==> src/rtl/acm_pkg.sv <==
// constants for the aux3 and microphone mixer control registers
package acm_pkg;

    // ------------------------------------------------------------
    // register indices and byte addresses
    // ------------------------------------------------------------
    localparam int          ACM_ADDR_W      = 12;
    localparam logic [7:0]  ACM_AUX3_INDEX  = 8'h06;
    localparam logic [7:0]  ACM_MIC_INDEX   = 8'h07;
    localparam logic [11:0] ACM_AUX3_ADDR   = {2'b00, ACM_AUX3_INDEX, 2'b00};
    localparam logic [11:0] ACM_MIC_ADDR    = {2'b00, ACM_MIC_INDEX, 2'b00};
    localparam logic [11:0] ACM_PWR_ADDR    = 12'h040;
    localparam logic [11:0] ACM_STAT_ADDR   = 12'h044;

    // ------------------------------------------------------------
    // mixer register layout and reset value
    // ------------------------------------------------------------
    localparam int          ACM_LMUTE_BIT   = 15;
    localparam int          ACM_LGAIN_MSB   = 12;
    localparam int          ACM_LGAIN_LSB   = 8;
    localparam int          ACM_RMUTE_BIT   = 7;
    localparam int          ACM_RGAIN_MSB   = 4;
    localparam int          ACM_RGAIN_LSB   = 0;
    localparam logic [15:0] ACM_MIX_RESET   = 16'h8888;
    localparam logic [15:0] ACM_MIX_WMASK   = 16'h9F9F;

    // ------------------------------------------------------------
    // power control and status layout
    // ------------------------------------------------------------
    localparam int          ACM_CONV_OFF_BIT = 0;
    localparam int          ACM_AIN_EN_BIT   = 1;
    localparam int          ACM_ANA_EN_BIT   = 2;
    localparam logic [2:0]  ACM_PWR_RESET    = 3'h0;
    localparam int          ACM_ST_LOCK_BIT  = 0;
    localparam int          ACM_ST_DROP_BIT  = 5;

endpackage

==> src/rtl/acm_mix_if.sv <==
// write and value path between the bus front end and one mixer register
`timescale 1ns/1ps
`default_nettype none

interface acm_mix_if;
    logic        wr_en;
    logic [15:0] wr_data;
    logic        lock;
    logic [15:0] value;

    modport ctrl  (output wr_en, output wr_data, output lock, input value);
    modport store (input wr_en, input wr_data, input lock, output value);
endinterface

`default_nettype wire

==> src/rtl/acm_mix_reg.sv <==
// one 16-bit mixer control register with forced-default lock
`timescale 1ns/1ps
`default_nettype none

module acm_mix_reg
    import acm_pkg::*;
(
    // clock and reset
    input  wire logic pclk,
    input  wire logic presetn,
    // register access
    acm_mix_if.store  port_if
);

    logic [15:0] value_reg;
    logic [15:0] value_next;

    // lock wins over a write in the same cycle; dropped, not queued
    assign value_next = port_if.lock  ? ACM_MIX_RESET :              // [RULE12] [RULE13] [RULE14] [RULE15] [RULE16]
                        port_if.wr_en ? (port_if.wr_data & ACM_MIX_WMASK) :
                                        value_reg;

    always_ff @(posedge pclk or negedge presetn) begin
        if (!presetn) begin
            value_reg <= ACM_MIX_RESET;                               // [RULE10] [RULE11]
        end else begin
            value_reg <= value_next;
        end
    end

    assign port_if.value = value_reg;

endmodule

`default_nettype wire

==> src/rtl/acm_lock.sv <==
// combines the power-down conditions into the mixer write lock
`timescale 1ns/1ps
`default_nettype none

module acm_lock
    import acm_pkg::*;
(
    // conditions
    input  wire logic       power_down_pin_n,
    input  wire logic [2:0] pwr_ctrl,
    // result
    output var  logic       lock,
    output var  logic [3:0] cause
);

    // evaluated every cycle, no memory: release is immediate
    assign cause[0] = ~power_down_pin_n;                              // [RULE12]
    assign cause[1] = pwr_ctrl[ACM_CONV_OFF_BIT];                     // [RULE13]
    assign cause[2] = ~pwr_ctrl[ACM_AIN_EN_BIT];                      // [RULE14]
    assign cause[3] = ~pwr_ctrl[ACM_ANA_EN_BIT];                      // [RULE15]
    assign lock     = |cause;                                         // [RULE16]

endmodule

`default_nettype wire

==> src/rtl/acm_mixer_regs.sv <==
// apb register bank for the aux3 and microphone mixer controls
//
// Behaviour
// [RULE1] aux3 bit 15 is the left mute: 0 mixes, 1 mutes.
// [RULE2] aux3 bits 12:8 are left gain, -1.5 dB a step, 01000 unity.
// [RULE3] aux3 bit 7 is the right mute: 0 mixes, 1 mutes.
// [RULE4] aux3 bits 4:0 are right gain with the same step code.
// [RULE5] mic bit 15 is the left microphone mute: 0 mixes, 1 mutes.
// [RULE6] mic bits 12:8 are left microphone gain, +12 dB down to -34.5 dB.
// [RULE7] mic bit 7 is the right microphone mute: 0 mixes, 1 mutes.
// [RULE8] mic bits 4:0 are right microphone gain, 01000 unity.
// [RULE9] software writes zero to bits 14, 13, 6 and 5 of both registers.
// [RULE10] both registers reset to 0x8888.
// [RULE11] while reset is low both registers sit at default, no writes.
// [RULE12] while the power-down pin is low both stay default, no writes.
// [RULE13] while all conversions are off both stay default, no writes.
// [RULE14] while analog-in-to-mixer is disabled both stay default.
// [RULE15] while the analog channels are disabled both stay default.
// [RULE16] the lock is checked every cycle and locked writes are dropped.
//
// The APB register port was decided locally.
`timescale 1ns/1ps
`default_nettype none

module acm_mixer_regs
    import acm_pkg::*;
(
    // clock and reset
    input  wire logic        pclk,
    input  wire logic        presetn,
    // apb slave
    input  wire logic [11:0] paddr,
    input  wire logic        psel,
    input  wire logic        penable,
    input  wire logic        pwrite,
    input  wire logic [31:0] pwdata,
    output var  logic [31:0] prdata,
    output var  logic        pready,
    output var  logic        pslverr,
    // power-down pin
    input  wire logic        power_down_pin_n,
    // aux3 mixer controls
    output var  logic        left_aux3_mute,
    output var  logic [4:0]  left_aux3_gain,
    output var  logic        right_aux3_mute,
    output var  logic [4:0]  right_aux3_gain,
    // microphone mixer controls
    output var  logic        left_microphone_mute,
    output var  logic [4:0]  left_microphone_gain,
    output var  logic        right_microphone_mute,
    output var  logic [4:0]  right_microphone_gain
);

    // ------------------------------------------------------------
    // state
    // ------------------------------------------------------------
    logic        pready_reg;
    logic        pslverr_reg;
    logic [31:0] prdata_reg;
    logic [2:0]  pwr_reg;
    logic [2:0]  pwr_next;
    logic        drop_reg;
    logic        drop_next;

    acm_mix_if   aux3_if ();
    acm_mix_if   mic_if ();

    logic        lock;
    logic [3:0]  lock_cause;

    // ------------------------------------------------------------
    // address decode
    // ------------------------------------------------------------
    logic        setup;
    logic        done;
    logic        hit_aux3;
    logic        hit_mic;
    logic        hit_pwr;
    logic        hit_stat;
    logic        mapped;
    logic        wr_done;
    logic        wr_mix;
    logic [31:0] rd_mux;
    logic [31:0] stat_word;

    assign setup    = psel & ~penable;
    // no wait state: pready is high in the access cycle right after setup
    assign done     = psel & penable & pready_reg;
    assign hit_aux3 = (paddr == ACM_AUX3_ADDR);
    assign hit_mic  = (paddr == ACM_MIC_ADDR);
    assign hit_pwr  = (paddr == ACM_PWR_ADDR);
    assign hit_stat = (paddr == ACM_STAT_ADDR);
    assign mapped   = hit_aux3 | hit_mic | hit_pwr | hit_stat;
    assign wr_done  = done & pwrite & ~pslverr_reg;
    assign wr_mix   = wr_done & (hit_aux3 | hit_mic);

    // ------------------------------------------------------------
    // write lock
    // ------------------------------------------------------------
    acm_lock u_lock (
        .power_down_pin_n (power_down_pin_n),
        .pwr_ctrl         (pwr_reg),
        .lock             (lock),
        .cause            (lock_cause)
    );

    // reserved bits are masked inside the register, so a careless
    // write of ones there still reads back as zero
    assign aux3_if.wr_en   = wr_done & hit_aux3;                     // [RULE16]
    assign aux3_if.wr_data = pwdata[15:0];                           // [RULE9]
    assign aux3_if.lock    = lock;
    assign mic_if.wr_en    = wr_done & hit_mic;                      // [RULE16]
    assign mic_if.wr_data  = pwdata[15:0];                           // [RULE9]
    assign mic_if.lock     = lock;

    // ------------------------------------------------------------
    // mixer registers
    // ------------------------------------------------------------
    acm_mix_reg u_aux3 (
        .pclk    (pclk),
        .presetn (presetn),
        .port_if (aux3_if.store)
    );

    acm_mix_reg u_mic (
        .pclk    (pclk),
        .presetn (presetn),
        .port_if (mic_if.store)
    );

    // field outputs are slices of the register flops
    assign left_aux3_mute  = aux3_if.value[ACM_LMUTE_BIT];           // [RULE1]
    assign left_aux3_gain  =
        aux3_if.value[ACM_LGAIN_MSB:ACM_LGAIN_LSB];                  // [RULE2]
    assign right_aux3_mute = aux3_if.value[ACM_RMUTE_BIT];           // [RULE3]
    assign right_aux3_gain =
        aux3_if.value[ACM_RGAIN_MSB:ACM_RGAIN_LSB];                  // [RULE4]

    assign left_microphone_mute  = mic_if.value[ACM_LMUTE_BIT];      // [RULE5]
    assign left_microphone_gain  =
        mic_if.value[ACM_LGAIN_MSB:ACM_LGAIN_LSB];                   // [RULE6]
    assign right_microphone_mute = mic_if.value[ACM_RMUTE_BIT];      // [RULE7]
    assign right_microphone_gain =
        mic_if.value[ACM_RGAIN_MSB:ACM_RGAIN_LSB];                   // [RULE8]

    // ------------------------------------------------------------
    // power control and dropped-write flag
    // ------------------------------------------------------------
    assign pwr_next  = (wr_done & hit_pwr) ? pwdata[2:0] : pwr_reg;

    // set wins over the write-one clear in the same cycle
    assign drop_next = (wr_mix & lock) ? 1'b1 :                      // [RULE16]
                       (wr_done & hit_stat & pwdata[ACM_ST_DROP_BIT])
                           ? 1'b0 : drop_reg;

    always_ff @(posedge pclk or negedge presetn) begin
        if (!presetn) begin
            pwr_reg  <= ACM_PWR_RESET;
            drop_reg <= 1'b0;
        end else begin
            pwr_reg  <= pwr_next;
            drop_reg <= drop_next;
        end
    end

    // ------------------------------------------------------------
    // read data and bus answer
    // ------------------------------------------------------------
    assign stat_word = {26'h0, drop_reg, lock_cause, lock};

    assign rd_mux = hit_aux3 ? {16'h0, aux3_if.value} :
                    hit_mic  ? {16'h0, mic_if.value}  :
                    hit_pwr  ? {29'h0, pwr_reg}       :
                    hit_stat ? stat_word              :
                               32'h0;

    // read data is sampled in the setup cycle, at the same edge that raises pready
    always_ff @(posedge pclk or negedge presetn) begin
        if (!presetn) begin
            pready_reg  <= 1'b0;
            pslverr_reg <= 1'b0;
            prdata_reg  <= 32'h0;
        end else begin
            pready_reg  <= setup;
            pslverr_reg <= setup & ~mapped;
            prdata_reg  <= (setup & ~pwrite) ? rd_mux : 32'h0;
        end
    end

    assign pready  = pready_reg;
    assign pslverr = pslverr_reg;
    assign prdata  = prdata_reg;

endmodule

`default_nettype wire

==> config.mk <==
export PLATFORM = sky130hd
export DESIGN_NAME = acm_mixer_regs
export DESIGN_NICKNAME = d
export VERILOG_FILES = /design/src/rtl/acm_pkg.sv /design/src/rtl/acm_mix_if.sv /design/src/rtl/acm_mix_reg.sv /design/src/rtl/acm_lock.sv /design/src/rtl/acm_mixer_regs.sv
export SDC_FILE = /design/constraint.sdc
export NUM_CORES = 1
export LEC_CHECK = 0
export BUFFER_PORTS_ARGS = -buffer_cell sky130_fd_sc_hd__buf_2
export CORE_MARGIN = 2
export CORE_UTILIZATION = 25
export DETAILED_ROUTE_END_ITERATION = 7
export GPL_ROUTABILITY_DRIVEN = 0
export PLACE_DENSITY_LB_ADDON = 0.2
export SYNTH_ARGS = -nofsm -noshare
export SYNTH_HDL_FRONTEND = slang
export SYNTH_SLANG_ARGS = --single-unit
==> constraint.sdc <==
create_clock -name pclk -period 1.5 [get_ports pclk]
set_input_delay 0.45 -clock pclk [delete_from_list [all_inputs] [get_ports pclk]]
set_output_delay 0.45 -clock pclk [all_outputs]
set_load 0.01 [all_outputs]
==> impl_results.md <==
* Post-synthesis sequential area ratio at 48.4%
* CTS root buffer: clkbuf_8
* Failing checks: negative setup slack
* Number of placed I/O pins at 108
* Setup TNS at -3390 ps
* Net Sw Frac at 24.1%
* Post-route DRC at 0
* Share of cells above drive strength 1 at 52.5%
* Total leakage power at 1.45 nW
* Peak Freq at 603 MHz
* Max Cap Viol at 0
* Slew Limit Fails at 0
* Antenna violations before repair at 0
* Post-DR wirelength/cell at 15.9 µm
* Status: finished, violations left
* Die area at 9750 µm²
* Post-route clock skew at 7.43 ps
* Share of the synthesized area in the top cell type at 39.0%
* Yosys cell types at 37
* Dpl hpwl at 4830 µm
* WP data required at 1670 ps
* Clock power share at 37.5%
* Core Area at 8720 µm²
* Layout area overhead at 41.5%
* Top cells by area, synth: dfrtp_1 (39%), dfstp_2 (9.4%), mux2i_1 (8.9%)
* Initial drt markers at 39
* GRT Total Usage at 13.8%
* Die Height at 98.8 µm
* IR Drop Worst-Case VDD at 0.299 mV
* First-pass GRT wire length at 10,600 µm
* TritonCTS Buffers at 5
* Clk Latency, worst-skew pair at 290 ps
* Final core occ at 36.4%
* Comb power frac at 9.6%
* Yosys warning count at 0
* Internal power at 1.67 mW
* Setup Viol. Count Final at 36
* Number of port buffers at 69
* Data arrival, critical path at 1830 ps
* CTS sink count at 43
* Post-synthesis instance total at 221
* Post-layout worst setup margin at -158 ps
* Asr flop ratio synth at 100%
* Initial Util at 25.7%
* Number of cell rows at 34
* RSZ-0062 raised after global routing: true
* Cell area after synthesis at 2240 µm²
* Fillers at 905
* Seq pwr share at 52.9%
* Worst setup EP type: register
* Number of flops mapped to enable cells by yosys at 0
* Storage cell area at 1090 µm²
* Synth area leader: dfrtp_1
* CTS Buffer Depth at 2
* Die Wd at 98.8 µm
* Setup CP Type: input pin to register
* Slack of the worst reg-to-reg path at -110 ps
* Largest net degree at the start of global routing at 24
* Net Sw Power at 530 µW
* Antenna diodes at 0
* Critical path launch point type: input pin
* Area occupied by multi-input gates at 1190 µm²
* Placed cells at 410
* Number of global-route vias before repair at 1,976
* Syn avg cell area at 10.2 µm²
* GRT overflow at 0
* Non-filler cells in the finished layout at 424
* WL final at 6730 µm
* Via count at 1,964
* Fin crit period at 1660 ps
* Antenna viol nets, final at 0
* PD cells at 692 nW/µm²
* Worst hold path class: input pin to register
* Fin crit share at 111%
* Vias per inst at 4.63
* CTS tree: yes
* #FFs+latches synth at 43
* H-tree depth at 2
* Final Hold Viols at 0
* DRT Pass-1 Iters at 4
* Nets at 365
* Largest register FFs at 13
* CTS clock-pin slew for the worst setup and hold paths at 90 ps
* Crit path max fanout at 8
* Main synth FF type: dfrtp_1
==> what timing repair did <==
action | CTS | global route
hold buffers | 1 | 0
gates cloned | 0 | 1
pin swaps | 19 | 22
setup endpoints to repair | 39 | 40
setup buffers | 1 | 4
resized for setup | 21 | 42
endpoints found under the hold margin | 1 | 0
==> critical path, stage by stage <==
cell and delay [ps]:
buf_6 90, or4_4 530, or4_4 520, o21ai_1 150, a21oi_1 70
==> metrics by stage <==
stage               power, mW  hold WS [ps]  instance area [µm²]  worst slack, ps
finish                   2.20           404                 3180             -158
global route             2.29           393                 3180             -188
CTS                      2.22           400                 3020             -145
detailed placement       1.38           243                 2820             -633
global placement         1.38           241                 2820             -626
floorplan                1.30           154                 2360             -422
==> cell usage after synthesis, types with 2 or more instances <==
library cell   n
buf_4         20
dfrtp_1       35
dfstp_2        8
nor2b_1        2
nor3_1         3
or2_2          2
buf_2          6
o22a_1         5
o21ai_0        9
o41ai_1        2
clkbuf_1       5
nand2_1        3
mux2_2         3
mux2i_1       20
o21ai_1        8
inv_1          3
nand2b_1       2
nor2_1        31
or4_1          2
a21oi_1       17
nand4_1       11
nand3_1        9
==> area by class of cell <==
cell class | count | share of cell area [%]
Clock buffer | 8 | 3.15
Inverter | 3 | 0.355
Tap cell | 108 | 4.26
Multi-Input combinational cell | 159 | 37.4
Sequential cell | 43 | 34.2
Timing Repair Buffer | 103 | 20.6
==> layout by cell type (no fill, tap or decap), types with 2 or more instances in the layout <==
cell	count
dfrtp_1	35
nor2_1	22
mux2i_1	19
nor2_4	3
buf_4	25
buf_6	9
a21oi_1	13
clkbuf_8	7
nor2_2	6
nor3_2	3
or4_4	3
nand4_1	11
o21ai_4	2
nor2b_1	2
o21ai_1	2
nor4_4	3
nand3_1	9
dfstp_2	8
mux2_4	3
inv_1	3
conb_1	19
a21oi_2	4
nand2_1	2
buf_2	67
nand2b_1	2
o21ai_2	12
o22a_1	5
==> kinds of logic (layout without fill, tap and decap cells) <==
group / Yosys count / count (layout) / synth area share [%]
other: 1 / 19 / 0.167
multiplexers: 23 / 23 / 10.4
flip-flops: 43 / 43 / 48.4
AND/OR/NAND/NOR: 76 / 76 / 20.1
AO/OA/AOI/OAI: 41 / 41 / 10.3
buffers and inverters: 37 / 114 / 10.6
==> per-layer routing <==
metal | global-route usage [%] | up-vias | wire [µm]
li1 | - | 934 | -
met4 | 3.06 | 0 | 46
met5 | 0 | - | 0
met1 | 19.0 | 967 | 3130
met2 | 22.4 | 59 | 3280
met3 | 3.05 | 4 | 277
==> path summary, 6_finish.rpt <==
check                                      from                                    to  cells after the start
setup reg to reg               pready$_DFF_PN0_                pwr_reg[1]$_DFFE_PN0P_                      5
setup / recovery                       paddr[7]   u_mic.port_if.value[12]$_DFFE_PN0P_                      5
hold reg to reg            drop_reg$_DFFE_PN0P_                  drop_reg$_DFFE_PN0P_                      2
min in group asynchronous               presetn                   prdata[5]$_DFF_PN0_                      2
max in group asynchronous               presetn  u_aux3.port_if.value[12]$_DFFE_PN0P_                      3
hold / removal                        pwdata[4]   u_aux3.port_if.value[4]$_DFFE_PN0P_                      3
==> power by group through the flow <==
| stage | registers, mW | clock network [mW] | logic, mW |
|---|---|---|---|
| detailed placement | 1.19 | 0 | 0.198 |
| CTS | 1.16 | 0.847 | 0.206 |
| floorplan | 1.19 | 0 | 0.111 |
| finish | 1.16 | 0.824 | 0.211 |
| global route | 1.16 | 0.896 | 0.230 |
| global placement | 1.19 | 0 | 0.196 |
(Power assumes the default switching activity.)
